$ cat src/rtl/hqpe_params.svh
// Purpose: constants of the queue pair engine
// Assumes: one clock, no software registers
// Notes: ring counts are small; index and id widths reach 64K
`ifndef HQPE_PARAMS_SVH
`define HQPE_PARAMS_SVH
`define HQPE_IDX_W 16
`define HQPE_ID_W 16
`define HQPE_NCMD 4
`define HQPE_CSEL_W 2
`define HQPE_NRES 2
`define HQPE_RSEL_W 1
`define HQPE_CMD_SHIFT 6
`define HQPE_STAT_W 15
`define HQPE_ADMIN_ID 16'h0000
`define HQPE_PP_INLINE 16'h0002
`define HQPE_PHASE_INIT 1'b1
`define HQPE_ERR_W 4
`define HQPE_ERR_DB 0
`define HQPE_ERR_CPL 1
`define HQPE_ERR_USED 4'h3
`endif

$ cat src/rtl/hqpe_pkg.sv
// Purpose: types and shared helpers of the queue pair engine
// Assumes: constants come from the params header
// Notes: ring indices are full 16-bit for 64K slots
`include "hqpe_params.svh"
package hqpe_pkg;
   typedef logic [`HQPE_IDX_W-1:0] hqpe_idx_type;
   typedef enum logic [1:0] {HQPE_F_IDLE = 2'h1, HQPE_F_REQ = 2'h2} hqpe_fetch_type;
   typedef struct packed {
      logic valid;
      hqpe_idx_type size_z;
      hqpe_idx_type head;
      hqpe_idx_type tail;
      logic [`HQPE_RSEL_W-1:0] res_id;
   } hqpe_cmd_ring_type;
   typedef struct packed {
      logic valid;
      hqpe_idx_type size_z;
      hqpe_idx_type head;
      hqpe_idx_type tail;
      logic phase;
   } hqpe_res_ring_type;
   typedef struct packed {
      logic [`HQPE_RSEL_W-1:0] res_id;
      logic [`HQPE_ID_W-1:0] cr_id;
      hqpe_idx_type cr_head;
      logic [15:0] cmd_id;
      logic [`HQPE_STAT_W-1:0] status;
   } hqpe_entry_type;
   // next slot, wrapping after the last one (size is zero-based)
   function automatic hqpe_idx_type hqpe_next(input hqpe_idx_type i, input hqpe_idx_type last);
      return (i == last) ? '0 : i + 16'h0001;
   endfunction
   function automatic logic hqpe_full(input hqpe_idx_type t, input hqpe_idx_type h,
                                      input hqpe_idx_type last);
      return hqpe_next(t, last) == h;
   endfunction
   function automatic logic hqpe_id_ok(input logic [15:0] id, input logic [15:0] n);
      return id < n;
   endfunction
endpackage

$ cat src/rtl/hqpe_post_if.sv
// Purpose: link between fetch side and result poster
// Assumes: both ends on one clock
// Notes: ack and drop are same-cycle answers to req
`timescale 1ns/1ps
`include "hqpe_params.svh"
interface hqpe_post_if;
   logic cfg_wr;
   logic cfg_en;
   logic [`HQPE_ID_W-1:0] cfg_id;
   hqpe_pkg::hqpe_idx_type cfg_size_z;
   logic db_wr;
   logic [`HQPE_ID_W-1:0] db_id;
   hqpe_pkg::hqpe_idx_type db_val;
   logic db_err;
   logic req;
   hqpe_pkg::hqpe_entry_type ent;
   logic ack;
   logic drop;
   logic post_valid;
   logic post_ready;
   hqpe_pkg::hqpe_entry_type post_ent;
   hqpe_pkg::hqpe_idx_type post_slot;
   logic post_phase;
   modport top (output cfg_wr, cfg_en, cfg_id, cfg_size_z, db_wr, db_id, db_val, req, ent,
                post_ready, input db_err, ack, drop, post_valid, post_ent, post_slot, post_phase);
   modport post (input cfg_wr, cfg_en, cfg_id, cfg_size_z, db_wr, db_id, db_val, req, ent,
                 post_ready, output db_err, ack, drop, post_valid, post_ent, post_slot,
                 post_phase);
endinterface

$ cat src/rtl/hqpe_result_post.sv
// Purpose: result rings: head, tail, phase and entry posting
// Assumes: one entry at a time; poster stalls while ring is full
// Notes: entry is held until the memory writer takes it
`timescale 1ns/1ps
`include "hqpe_params.svh"
module hqpe_result_post (
   input wire logic clk,
   input wire logic rst_n,
   hqpe_post_if.post pif
);
   typedef struct packed {
      hqpe_pkg::hqpe_res_ring_type [`HQPE_NRES-1:0] rr;
      logic pvalid;
      hqpe_pkg::hqpe_entry_type pent;
      hqpe_pkg::hqpe_idx_type pslot;
      logic pphase;
   } hqpe_post_state_type;
   hqpe_post_state_type st_q;
   hqpe_post_state_type st_d;
   logic ack_c;
   logic drop_c;
   logic derr_c;
   hqpe_pkg::hqpe_res_ring_type r;

   // ****************************************
   // next state
   // ****************************************
   always_comb begin
      st_d = st_q;
      ack_c = 1'b0;
      drop_c = 1'b0;
      derr_c = 1'b0;
      r = st_q.rr[pif.ent.res_id];
      if (st_q.pvalid && pif.post_ready) begin
         st_d.pvalid = 1'b0;
      end
      // result ring picked by the entry's res_id: entries from every command ring mapped to it land here
      if (pif.req) begin
         if (!r.valid) begin
            drop_c = 1'b1;
         end else if (!st_d.pvalid && !hqpe_pkg::hqpe_full(r.tail, r.head, r.size_z)) begin
            ack_c = 1'b1;
            st_d.pvalid = 1'b1;
            st_d.pent = pif.ent;
            st_d.pslot = r.tail;
            st_d.pphase = r.phase;
            st_d.rr[pif.ent.res_id].tail = hqpe_pkg::hqpe_next(r.tail, r.size_z);
            if (r.tail == r.size_z) begin
               st_d.rr[pif.ent.res_id].phase = ~r.phase;
            end
         end
      end
      // host frees slots by moving head
      if (pif.db_wr) begin
         if (hqpe_pkg::hqpe_id_ok(pif.db_id, 16'(`HQPE_NRES))
             && st_q.rr[pif.db_id[`HQPE_RSEL_W-1:0]].valid
             && pif.db_val <= st_q.rr[pif.db_id[`HQPE_RSEL_W-1:0]].size_z) begin
            st_d.rr[pif.db_id[`HQPE_RSEL_W-1:0]].head = pif.db_val;
         end else begin
            derr_c = 1'b1;
         end
      end
      // creation restarts indices and phase
      if (pif.cfg_wr && hqpe_pkg::hqpe_id_ok(pif.cfg_id, 16'(`HQPE_NRES))) begin
         st_d.rr[pif.cfg_id[`HQPE_RSEL_W-1:0]].valid = pif.cfg_en;
         st_d.rr[pif.cfg_id[`HQPE_RSEL_W-1:0]].size_z = pif.cfg_size_z;
         st_d.rr[pif.cfg_id[`HQPE_RSEL_W-1:0]].head = '0;
         st_d.rr[pif.cfg_id[`HQPE_RSEL_W-1:0]].tail = '0;
         st_d.rr[pif.cfg_id[`HQPE_RSEL_W-1:0]].phase = `HQPE_PHASE_INIT;
      end
   end

   // state register
   always_ff @(posedge clk) begin
      if (!rst_n) begin
         st_q <= '0;
      end else begin
         st_q <= st_d;
      end
   end

   assign pif.ack = ack_c;
   assign pif.drop = drop_c;
   assign pif.db_err = derr_c;
   assign pif.post_valid = st_q.pvalid;
   assign pif.post_ent = st_q.pent;
   assign pif.post_slot = st_q.pslot;
   assign pif.post_phase = st_q.pphase;
endmodule

$ cat src/rtl/hqpe_top.sv
// Purpose: queue pair engine: command ring fetch, completion routing
// Assumes: all inputs come from bus logic on REF_CLK
// Notes: host memory traffic is done outside by fetch and post movers
`timescale 1ns/1ps
`include "hqpe_params.svh"
module hqpe_top #(
   parameter bit FORCE_OK = 1'b0
) (
   input wire logic REF_CLK,
   input wire logic RESET_N,
   input wire logic DB_WR,
   input wire logic DB_IS_HEAD,
   input wire logic [`HQPE_ID_W-1:0] DB_RING_ID,
   input wire logic [`HQPE_IDX_W-1:0] DB_VALUE,
   input wire logic CFG_WR,
   input wire logic CFG_IS_RES,
   input wire logic CFG_EN,
   input wire logic [`HQPE_ID_W-1:0] CFG_ID,
   input wire logic [`HQPE_IDX_W-1:0] CFG_SIZE_Z,
   input wire logic [`HQPE_ID_W-1:0] CFG_RES_ID,
   output logic FETCH_VALID,
   input wire logic FETCH_READY,
   output logic [`HQPE_ID_W-1:0] FETCH_RING_ID,
   output logic [`HQPE_IDX_W-1:0] FETCH_SLOT,
   output logic [`HQPE_IDX_W+`HQPE_CMD_SHIFT-1:0] FETCH_BYTE_OFS,
   input wire logic FETCH_DATA_VALID,
   input wire logic [15:0] FETCH_NPAGES,
   output logic PAGE_LIST_USED,
   input wire logic CPL_REQ,
   output logic CPL_READY,
   input wire logic [`HQPE_ID_W-1:0] CPL_RING_ID,
   input wire logic [15:0] CPL_CMD_ID,
   input wire logic [`HQPE_STAT_W-1:0] CPL_STATUS,
   output logic POST_VALID,
   input wire logic POST_READY,
   output logic [`HQPE_RSEL_W-1:0] POST_RES_ID,
   output logic [`HQPE_IDX_W-1:0] POST_SLOT,
   output logic POST_PHASE,
   output logic [`HQPE_ID_W-1:0] POST_CR_ID,
   output logic [`HQPE_IDX_W-1:0] POST_CR_HEAD,
   output logic [15:0] POST_CMD_ID,
   output logic [`HQPE_STAT_W-1:0] POST_STATUS,
   input wire logic [`HQPE_ERR_W-1:0] ERR_CLR,
   input wire logic [`HQPE_ERR_W-1:0] ERR_SET,
   output logic [`HQPE_ERR_W-1:0] ERR_FLAGS
);
   typedef struct packed {
      hqpe_pkg::hqpe_fetch_type fs;
      hqpe_pkg::hqpe_cmd_ring_type [`HQPE_NCMD-1:0] cr;
      logic [`HQPE_CSEL_W-1:0] rr;
      logic [`HQPE_CSEL_W-1:0] fring;
      logic fvalid;
      hqpe_pkg::hqpe_idx_type fslot;
      logic pp_list;
      logic pend;
      hqpe_pkg::hqpe_entry_type ent;
      logic cpl_rdy;
      logic [`HQPE_ERR_W-1:0] err;
   } hqpe_top_state_type;

   hqpe_top_state_type st_q;
   hqpe_top_state_type st_d;
   logic [`HQPE_ERR_W-1:0] es;
   logic tdb_ok;
   logic cpl_ok;
   logic [`HQPE_CSEL_W-1:0] tsel;
   logic [`HQPE_CSEL_W-1:0] csel;
   logic [`HQPE_CSEL_W-1:0] ksel;

   hqpe_post_if pif ();

   // ****************************************
   // decode of ring ids
   // ****************************************
   // ids above the built rings are refused
   assign tsel = DB_RING_ID[`HQPE_CSEL_W-1:0];
   assign csel = CFG_ID[`HQPE_CSEL_W-1:0];
   assign ksel = CPL_RING_ID[`HQPE_CSEL_W-1:0];
   assign tdb_ok = hqpe_pkg::hqpe_id_ok(DB_RING_ID, 16'(`HQPE_NCMD)) && st_q.cr[tsel].valid
      && DB_VALUE <= st_q.cr[tsel].size_z;
   assign cpl_ok = hqpe_pkg::hqpe_id_ok(CPL_RING_ID, 16'(`HQPE_NCMD)) && st_q.cr[ksel].valid;

   // ****************************************
   // next state
   // ****************************************
   always_comb begin
      int j;
      logic hit;
      j = 0;
      hit = 1'b0;
      st_d = st_q;
      es = '0;

      // single write submits: new tail overwrites old
      if (DB_WR && !DB_IS_HEAD) begin
         if (tdb_ok) begin
            st_d.cr[tsel].tail = DB_VALUE;
         end else begin
            es[`HQPE_ERR_DB] = 1'b1;
         end
      end
      if (pif.db_err) begin
         es[`HQPE_ERR_DB] = 1'b1;
      end

      // fetch arbiter: oldest slot of a ring first
      unique case (st_q.fs)
         hqpe_pkg::HQPE_F_IDLE: begin
            for (int i = 0; i < `HQPE_NCMD; i++) begin
               j = (int'(st_q.rr) + i) % `HQPE_NCMD;
               // slots between head and tail are submitted
               if (!hit && st_q.cr[j].valid && st_q.cr[j].head != st_q.cr[j].tail) begin
                  hit = 1'b1;
                  st_d.fring = `HQPE_CSEL_W'(j);
               end
            end
            if (hit) begin
               st_d.fvalid = 1'b1;
               st_d.fslot = st_q.cr[st_d.fring].head;
               st_d.fs = hqpe_pkg::HQPE_F_REQ;
            end
         end
         hqpe_pkg::HQPE_F_REQ: begin
            if (FETCH_READY) begin
               // head wraps after the last slot
               st_d.cr[st_q.fring].head = hqpe_pkg::hqpe_next(st_q.fslot,
                  st_q.cr[st_q.fring].size_z);
               st_d.fvalid = 1'b0;
               st_d.rr = st_q.fring + `HQPE_CSEL_W'(1);
               st_d.fs = hqpe_pkg::HQPE_F_IDLE;
            end
         end
      endcase

      // second pointer names a list when pages exceed two
      if (FETCH_DATA_VALID) begin
         st_d.pp_list = FETCH_NPAGES > `HQPE_PP_INLINE;
      end

      // completion waits until its entry is taken by the poster or dropped
      if (st_q.pend && (pif.ack || pif.drop)) begin
         st_d.pend = 1'b0;
      end
      if (pif.drop) begin
         es[`HQPE_ERR_CPL] = 1'b1;
      end
      if (CPL_REQ && st_q.cpl_rdy) begin
         if (cpl_ok) begin
            st_d.pend = 1'b1;
            st_d.ent.res_id = st_q.cr[ksel].res_id;
            st_d.ent.cr_id = CPL_RING_ID;
            st_d.ent.cr_head = st_d.cr[ksel].head;
            st_d.ent.cmd_id = CPL_CMD_ID;
            st_d.ent.status = CPL_STATUS;
         end else begin
            es[`HQPE_ERR_CPL] = 1'b1;
         end
      end
      st_d.cpl_rdy = !st_d.pend;

      // ring creation last so that it wins over fetch and doorbell
      if (CFG_WR && !CFG_IS_RES) begin
         if (hqpe_pkg::hqpe_id_ok(CFG_ID, 16'(`HQPE_NCMD))
             && hqpe_pkg::hqpe_id_ok(CFG_RES_ID, 16'(`HQPE_NRES))) begin
            st_d.cr[csel].valid = CFG_EN;
            st_d.cr[csel].size_z = CFG_SIZE_Z;
            st_d.cr[csel].head = '0;
            st_d.cr[csel].tail = '0;
            // ids from one upward are io rings
            // admin command ring always feeds admin result ring
            st_d.cr[csel].res_id = (CFG_ID == `HQPE_ADMIN_ID) ? '0
               : CFG_RES_ID[`HQPE_RSEL_W-1:0];
         end else begin
            es[`HQPE_ERR_DB] = 1'b1;
         end
      end

      // sticky flags: clear by one, set by one only if supported
      st_d.err = st_q.err & ~ERR_CLR;
      if (FORCE_OK) begin
         st_d.err = st_d.err | ERR_SET;
      end
      // an event in the clearing cycle still lands
      st_d.err = (st_d.err | es) & `HQPE_ERR_USED;
   end

   // state register
   always_ff @(posedge REF_CLK) begin
      if (!RESET_N) begin
         st_q <= '0;
         st_q.fs <= hqpe_pkg::HQPE_F_IDLE;
      end else begin
         st_q <= st_d;
      end
   end

   // ****************************************
   // result poster
   // ****************************************
   assign pif.cfg_wr = CFG_WR && CFG_IS_RES;
   assign pif.cfg_en = CFG_EN;
   assign pif.cfg_id = CFG_ID;
   assign pif.cfg_size_z = CFG_SIZE_Z;
   assign pif.db_wr = DB_WR && DB_IS_HEAD;
   assign pif.db_id = DB_RING_ID;
   assign pif.db_val = DB_VALUE;
   assign pif.req = st_q.pend;
   assign pif.ent = st_q.ent;
   assign pif.post_ready = POST_READY;

   hqpe_result_post u_post (
      .clk(REF_CLK),
      .rst_n(RESET_N),
      .pif(pif.post)
   );

   // outputs, all from flops
   assign FETCH_VALID = st_q.fvalid;
   assign FETCH_RING_ID = `HQPE_ID_W'(st_q.fring);
   assign FETCH_SLOT = st_q.fslot;
   assign FETCH_BYTE_OFS = {st_q.fslot, `HQPE_CMD_SHIFT'(0)};
   assign PAGE_LIST_USED = st_q.pp_list;
   assign CPL_READY = st_q.cpl_rdy;
   assign POST_VALID = pif.post_valid;
   assign POST_RES_ID = pif.post_ent.res_id;
   assign POST_SLOT = pif.post_slot;
   assign POST_PHASE = pif.post_phase;
   assign POST_CR_ID = pif.post_ent.cr_id;
   assign POST_CR_HEAD = pif.post_ent.cr_head;
   assign POST_CMD_ID = pif.post_ent.cmd_id;
   assign POST_STATUS = pif.post_ent.status;
   assign ERR_FLAGS = st_q.err;
endmodule

$ cat config.mk
export PLATFORM = sky130hd
export DESIGN_NAME = hqpe_top
export DESIGN_NICKNAME = d
export VERILOG_FILES = /design/src/rtl/hqpe_pkg.sv /design/src/rtl/hqpe_post_if.sv /design/src/rtl/hqpe_result_post.sv /design/src/rtl/hqpe_top.sv
export VERILOG_INCLUDE_DIRS = /design/src /design/src/rtl
export SDC_FILE = /design/constraint.sdc
export NUM_CORES = 1
export LEC_CHECK = 0
export ABC_AREA = 1
export BUFFER_PORTS_ARGS = -buffer_cell sky130_fd_sc_hd__buf_4
export CORE_UTILIZATION = 60
export DETAILED_ROUTE_END_ITERATION = 10
export GPL_ROUTABILITY_DRIVEN = 0
export PLACE_DENSITY = 0.82
export RECOVER_POWER = 25
export SKIP_CTS_REPAIR_TIMING = 1
export SLEW_MARGIN = 10
export SYNTH_ARGS = -nofsm -noshare
export SYNTH_HDL_FRONTEND = slang
export SYNTH_SLANG_ARGS = --single-unit
$ cat constraint.sdc
create_clock -name REF_CLK -period 6.1 [get_ports REF_CLK]
set_input_delay 0.61 -clock REF_CLK [delete_from_list [all_inputs] [get_ports REF_CLK]]
set_output_delay 0.61 -clock REF_CLK [all_outputs]
set_load 0.02 [all_outputs]
==> results of run 1 <==
-- how the worst min path moves through the flow --
| stage | depth (start not counted) | startpoint | endpoint | slack (ns) |
|---|---|---|---|---|
| after CTS | 3 | CPL_CMD_ID[4] | pif.ent[19] | 0.17 |
| after floorplan | 2 | st_q[92] | st_q[92] | 0.40 |
| final | 3 | CPL_CMD_ID[6] | pif.ent[21] | 0.20 |
| after global routing | 3 | CPL_CMD_ID[6] | pif.ent[21] | 0.18 |
| after detailed placement | 2 | pif.ent[53] | pif.ent[53] | 0.43 |
| after global placement | 2 | st_q[92] | st_q[92] | 0.41 |
-- cells in the final DEF, fill, tap and decap left out, types with 4 or more instances in the layout --
master | synthesis | final
clkinvlp_4 | 0 | 6
inv_1 | 483 | 483
clkinv_1 | 9 | 9
o22ai_1 | 17 | 17
o21ai_2 | 13 | 13
clkinv_2 | 0 | 9
o211ai_1 | 4 | 4
nor4_1 | 14 | 14
a221oi_1 | 17 | 17
clkbuf_8 | 0 | 11
or2_2 | 4 | 4
ha_1 | 38 | 38
clkbuf_1 | 127 | 134
nor3_1 | 17 | 16
dfxtp_1 | 474 | 471
xor2_1 | 48 | 48
nand4_1 | 38 | 38
buf_4 | 157 | 185
clkbuf_16 | 0 | 50
nand3_1 | 234 | 234
a21oi_1 | 375 | 375
nor2_1 | 353 | 350
o21ai_1 | 20 | 20
nor2_2 | 3 | 6
o21bai_1 | 19 | 19
nand3b_1 | 13 | 13
inv_2 | 6 | 5
o21ai_0 | 390 | 390
nand2_2 | 5 | 5
conb_1 | 1 | 22
nand2_1 | 1083 | 1083
xnor2_1 | 19 | 19
a211oi_1 | 8 | 8
-- cells by family (layout without fill, tap and decap cells) --
family | after synthesis | count (layout) | synth area share [%]
compound gates | 875 | 875 | 17.65
xor+xnor | 67 | 67 | 2.239
fa+ha+maj | 38 | 38 | 1.814
buf+inv | 836 | 902 | 14.55
flops | 474 | 474 | 36.21
other cells | 1 | 22 | 0.01431
simple gates | 1774 | 1774 | 27.53
-- cell type report --
class                      count  area share, %
clock inverter                21         0.8333
multi-input combinational   2776          45.37
inverter                     498          6.526
timing repair buffer         311          6.566
tap                          585          2.552
sequential                   474          33.12
clock buffer                  72          5.034
-- stage by stage --
| step | utilization [%] | setup slack, ns | hold WS (ns) | total power [uW] | cells |
|---|---|---|---|---|---|
| 6_report | 66.58 | 1.220 | 0.1963 | 6993 | 4737 |
| 4_1_cts | 67.66 | 1.517 | 0.1718 | 6988 | 4737 |
| 5_1_grt | 66.58 | 0.8314 | 0.1779 | 7192 | 4737 |
| 3_3_place_gp | 63.75 | 1.507 | 0.4124 | 3914 | 4644 |
| 2_1_floorplan | - | 2.700 | 0.4047 | 3636 | 4086 |
| 3_5_place_dp | 63.75 | 1.511 | 0.4292 | 3921 | 4644 |
-- flip-flops by register name, summed over array words and instances (netlist names) --
| signal | count |
|---|---|
| ERR_FLAGS | 2 |
| u_post.pif.post_slot | 16 |
| u_post.pif.post_phase | 1 |
| pif.req | 1 |
| CPL_READY | 1 |
| PAGE_LIST_USED | 1 |
| pif.ent | 64 |
| FETCH_SLOT | 16 |
| FETCH_VALID | 1 |
| u_post.pif.post_ent | 64 |
| FETCH_RING_ID | 2 |
| st_q | 204 |
| u_post.pif.post_valid | 1 |
| u_post.st_q | 100 |
-- tightest hold or removal path: cells and delay by family --
kind / cells / cell delay (ns)
simple gates: 2 / 0.09
buf+inv: 1 / 0.08
-- power by group --
part	internal, uW	switching (uW)	total [uW]
sequential	3100	5.16	3110
clock	1750	1360	3110
combinational	231	543	775
total	5090	1910	6990
-- layer usage --
layer | vias to the layer above | GRT usage [%] | share of wire [%]
li1 | 12918 | - | -
met1 | 11953 | 46.47 | 39
met2 | 1444 | 57.27 | 44
met3 | 312 | 6.765 | 10
met4 | 0 | 21.84 | 6.8
met5 | - | 0 | 0
==> results by group, run 1 <==
Logic synthesis
  – Synth warn: 0
  – Post-Syn Instances: between 4000 and 5000
  – Synth Area per Inst: about 6.4 um2
  – Most frequent cell after synthesis: nand2_1
  – Post-synthesis sequential area ratio: between 30% and 40%
  – Top FF cell, synth: dfxtp_1
  – Fraction of registers with async set/reset: 0%
  – Distinct cells, synth: 44
  – Synth top cells by count: 1083 x nand2_1, 483 x inv_1, 474 x dfxtp_1
  – Synth area leaders: dfxtp_1 36%, nand2_1 16%, o21ai_0 7.4%
  – Synthesized flop and latch total: around 470
  – Area leader, netlist: dfxtp_1
  – Post-Syn Area: about 26000 um2
  – Post-synth EDFFs: 0
  – Post-synth top area share: between 30% and 40%

Die
  – Die Y: roughly 210 um
  – Chip width: approximately 210 um
  – Die ar.: roughly 45000 um2
  – # rows: 76
  – Starting Density: 60.84%
  – I/O pin cnt: about 300
  – Core Box Area: around 43000 um2

Layout
  – ANT cells: 0
  – Final #Nets: approximately 4300
  – Multi-input logic area: approximately 13000 um2
  – Area Growth Syn to Fin: 9.429%
  – Finished Cell Area: about 29000 um2
  – Reg area: between 9000 and 10000 um2
  – Share of post-route cells with drive strength above 1: under 10%
  – FILL cells: about 4000

CTS
  – Later-pin clock latency in the skew report: between 0.6 and 0.7 ns
  – CTS tree: built
  – Clk root buf: clkbuf_16
  – Clk buf depth: 3
  – Clock sink count: 474
  – TritonCTS buffer count: 50
  – # H-tree levels: 2
  – Register clock-pin slew on the reported worst setup and hold paths: 0.06 ns

STA
  – RSZ-0062 raised after global routing: false
  – Final Hold Vio Count: 0
  – Period minus WS final: roughly 4.9 ns
  – Setup violations, final: 0
  – Relative slew slack: -116.9%
  – Worst Tran Pin Value: 3.254 ns
  – Max Clock Skew: between 0.03 and 0.04 ns
  – Max-slew violations: between 80 and 90
  – Fmax: 204.9 MHz
  – Final worst-path cycle share: 80.01%
  – Setup_tns: 0 ns

Critical path
  – R2R Path End: FETCH_SLOT[10]
  – Setup slack, reg-to-reg: around 1.2 ns
  – Crit. Startpoint: st_q[90]
  – Delay-heaviest family, CP: simple AND/OR/NAND/NOR gates
  – Worst R2R Path Depth: 22
  – Critical path arrival: approximately 5.5 ns
  – R2r startpoint: st_q[90]
  – Crit-path most repeated cell: nand2_1
  – Worst path max stage delay: 0.75 ns
  – CP max-delay cell: dfxtp_4
  – Data required, critical path: between 6 and 7 ns
  – Worst path bufs/invs: 4
  – WP depth: 22
  – Kind of critical path: reg2reg
  – Termination of the worst setup path: FETCH_SLOT[10]
  – Max Fanout on Critical Path: 64
  – Crit start category: register
  – Endpoint class of the critical path: register
  – CP cell instances: inv_2, nand2_1, nand2_1, nand2_1, nand2_1, inv_1, nand2_1, nor2_1, nand2_1, nor2_1, nand2_1, nand3_1, nand3_1, nor2_1, nor2_1, nand2_1, nand2_2, inv_1, nand3_1, nand3_1, nand2_1, inv_1

Route
  – 1st-iter DRT viols: 3407
  – Vias per cell: 5.621
  – Antenna viol nets, final: 0
  – DRC errors left: 0
  – Final WL: 82740 um
  – Drt pass-1 iters: 6
  – Wire length per cell: about 17 um
  – Vias post-DR: roughly 27000

Placement
  – DP HPWL: roughly 56000 um
  – PortBufs: 276
  – DP Area: 27460 um2

Flow run
  – MaxCap Viol Count: 1

Hold path
  – Hold/Removal Path Class: in2reg

Power
  – P_leak: approximately 0.012 uW
  – Pwr per Cell Area: 243.8 nW/um2
  – Peak supply drop: ~0.00022 V

GRT
  – First-pass GRT wire length: 126700 um
  – Largest net degree at the start of global routing: 81
  – Gr ovfl total: 0
  – Vias in the first global route: about 23000
  – Gr usage total: 36.42%
  – Initial antenna violation count: 0

Status
  – Failing checks: max-capacitance violations, max-slew violations
  – Outcome: finished with violations
(Power assumes the default switching activity.)
==> run 2: changes to the inputs <==
- ABC_AREA: 1 -> 0
- CORE_UTILIZATION: 60 -> 59
- PLACE_DENSITY: 0.82 -> 0.81
- clock period: 6.1 -> 4.6 ns (I/O delays scaled with it)
==> run 2 against run 1 <==
The flow now finishes without violations. Die area shrank 6.8%. Count of clock-buffer cells in the layout shrank 4. Fmax grew 11%. Clock power grew 45%. Cell count shrank 28%. Hold slack lost 0.11 ns. Utilization grew 0.93 points. Critical path type unchanged. Highest routed layer is now met5.
==> results by group, run 2 <==
Die
  – # rows: between 70 and 80
  – Die ar.: 41490 um2
  – Chip width: between 200 and 250 um
  – Core Box Area: about 40000 um2
  – Starting Density: roughly three fifths
  – I/O pin cnt: 305
  – Die Y: 203.7 um

Flow run
  – MaxCap Viol Count: 0

Placement
  – Inst Count DP: roughly 3300
  – Dpl ws: ~0.33 ns
  – PortBufs: between 200 and 300
  – DP Area: between 20000 and 30000 um2
  – DP HPWL: around 50000 um

Layout
  – Most frequent cells in the layout: 497 x nand2_1, 473 x dfxtp_1, 262 x mux2i_1, 241 x nor2_1, 212 x buf_4
  – ANT cells: 0
  – Final Non-Filler Cells: approximately 3400
  – Reg area: around 9500 um2
  – Finished Cell Area: approximately 27000 um2
  – Most flops, register: st_q
  – Share of post-route cells with drive strength above 1: 14.91%
  – Fin util: 67.51%
  – Largest register FFs: a little over 200
  – Most common cell after layout, fill and taps aside: nand2_1
  – Multi-input logic area: 12770 um2
  – Top flop regs: st_q: 204 flops, u_post.st_q: 100 flops
  – FILL cells: roughly 3200
  – Final #Nets: a little over 3000
  – Area Growth Syn to Fin: 12.28%

Logic synthesis
  – Post-Syn Area: about 24000 um2
  – Synthesized flop and latch total: around 470
  – Fraction of registers with async set/reset: 0%
  – Area leader, netlist: dfxtp_1
  – Post-Syn Instances: between 2000 and 3000
  – Most frequent cell after synthesis: nand2_1
  – Post-synth top area share: 39.54%
  – Synth top cells by count: 497 x nand2_1, 474 x dfxtp_1, 262 x mux2i_1
  – Post-synth EDFFs: 0
  – Synth area leaders: dfxtp_1 40%, mux2i_1 11%, nand2_1 7.8%
  – Post-synthesis sequential area ratio: about 40%
  – Top FF cell, synth: dfxtp_1
  – Distinct cells, synth: 78
  – Synth warn: 0
  – Synth Area per Inst: between 8 and 9 um2

GRT
  – Grt met2 use: a little over half
  – Vias in the first global route: between 20000 and 25000
  – Met3 Usage GRT: roughly 7.5%
  – Met1 usage: between 30 and 40%
  – Most used routing layer: met2
  – Gr usage total: between 30% and 40%
  – Gr ovfl total: 0
  – Initial antenna violation count: 2
  – First-pass GRT wire length: ~110000 um
  – Largest net degree at the start of global routing: ~100

Route
  – Drt pass-1 iters: 8
  – Final WL: between 70000 and 80000 um
  – 1st-iter DRT viols: ~2200
  – Vias post-DR: 20517
  – Antenna viol nets, final: 0
  – Wire length per cell: approximately 21 um
  – DRC errors left: 0
  – Vias per cell: 6.056

STA
  – Setup violations, final: 0
  – Final Hold Vio Count: 0
  – Worst Tran Pin Value: about 1.4 ns
  – Max-slew violations: 0
  – Setup WS post-layout: approximately 0.19 ns
  – Max Clock Skew: slightly above 0.03 ns
  – Fmax: about 230 MHz
  – Final worst-path cycle share: a little over nine tenths
  – Period minus WS final: about 4.4 ns
  – Relative slew slack: 3.625%

CTS
  – Clock sink count: roughly 470
  – Later-pin clock latency in the skew report: around 0.60 ns
  – TritonCTS buffer count: between 40 and 50
  – Clk buf depth: 3
  – Register clock-pin slew on the reported worst setup and hold paths: around 0.060 ns
  – # H-tree levels: 2
  – Clk root buf: clkbuf_16
  – CTS tree: built

Critical path
  – Worst R2R Path Depth: 13
  – Critical path arrival: 4.85 ns
  – Endpoint class of the critical path: register
  – Setup slack, reg-to-reg: about 0.19 ns
  – CP max-delay cell: nor4bb_4
  – Worst path max stage delay: around 0.60 ns
  – Kind of critical path: reg2reg
  – Max Fanout on Critical Path: 40
  – Data required, critical path: slightly above 5 ns
  – Crit. Startpoint: pif.ent[63]
  – Termination of the worst setup path: u_post.pif.post_ent[27]
  – R2R Path End: u_post.pif.post_ent[27]
  – CP cell instances: mux2_2, ha_1, nand4b_1, a21oi_2, nand3b_1, xor2_1, nor2_1, a2111oi_0, nor4bb_4, a21oi_4, buf_12, mux2i_1, nor2_1
  – Crit start category: register
  – Crit-path most repeated cell: nor2_1
  – R2r startpoint: pif.ent[63]

Power
  – P_leak: ~0.01 uW
  – Peak supply drop: 0.0003003 V
  – Pwr per Cell Area: 337.9 nW/um2
  – Overall Power: 9104 uW

Hold path
  – Hold/Removal Path Class: in2reg

Status
  – Outcome: finished, final reports clean
==> run 2: cell families (layout without fill, tap and decap cells) <==
family / count (synthesis) / count (layout) / share of synthesized area [%]
other: 1 / 22 / 0.01563
AND/OR/NAND/NOR: 1021 / 1021 / 19.01
XOR/XNOR: 143 / 143 / 5.276
AO/OA/AOI/OAI: 372 / 373 / 9.437
buffers and inverters: 328 / 449 / 7.805
adder cells (fa/ha/maj): 38 / 38 / 1.981
flip-flops: 474 / 474 / 39.54
multiplexers: 343 / 343 / 16.93
==> run 2: worst min-delay path by stage <==
stage	from	slack, ns	cells past startpoint	endpoint
2_1_floorplan	st_q[192]	0.43	2	st_q[192]
3_3_place_gp	pif.ent[19]	0.44	2	pif.ent[19]
3_5_place_dp	pif.ent[7]	0.45	2	pif.ent[7]
4_1_cts	FETCH_NPAGES[5]	0.07	3	PAGE_LIST_USED
5_1_grt	FETCH_NPAGES[5]	0.11	3	PAGE_LIST_USED
6_report	FETCH_NPAGES[5]	0.08	3	PAGE_LIST_USED
==> run 2: area by class of cell <==
cell class	instances	area share (%)
Clock buffer	68	5.345
Sequential cell	474	35.22
Tap cell	525	2.438
Multi-Input combinational cell	1940	47.40
Clock inverter	23	1.486
Inverter	32	0.4643
Timing Repair Buffer	326	7.643
==> run 2: metrics by stage <==
step	TNS, ns	hold slack (ns)
after floorplan	0	0.4331
after global placement	0	0.4411
after detailed placement	0	0.4476
after CTS	0	0.06930
after global routing	-0.0007514	0.1090
final	0	0.08334
==> run 2: report_power, final <==
| part | internal (uW) | switching [uW] |
|---|---|---|
| Combinational | 177 | 295 |
| Clock | 2800 | 1710 |
| Sequential | 4110 | 4.77 |
| Total | 7090 | 2010 |
==> run 2: per-layer routing <==
metal	part of all wire, %	vias up
li1	-	9360
met1	37	9654
met2	46	1196
met3	9.9	305
met4	6.6	2
met5	0.018	-
==> run 2: worst max-delay path, delay by kind of cell, from the launching register on <==
family	cells	cell delay [ns]
xor+xnor	1	0.27
compound gates	3	1.17
mux	2	0.58
buf+inv	1	0.26
flops	1	0.58
fa+ha+maj	1	0.25
simple gates	5	1.09
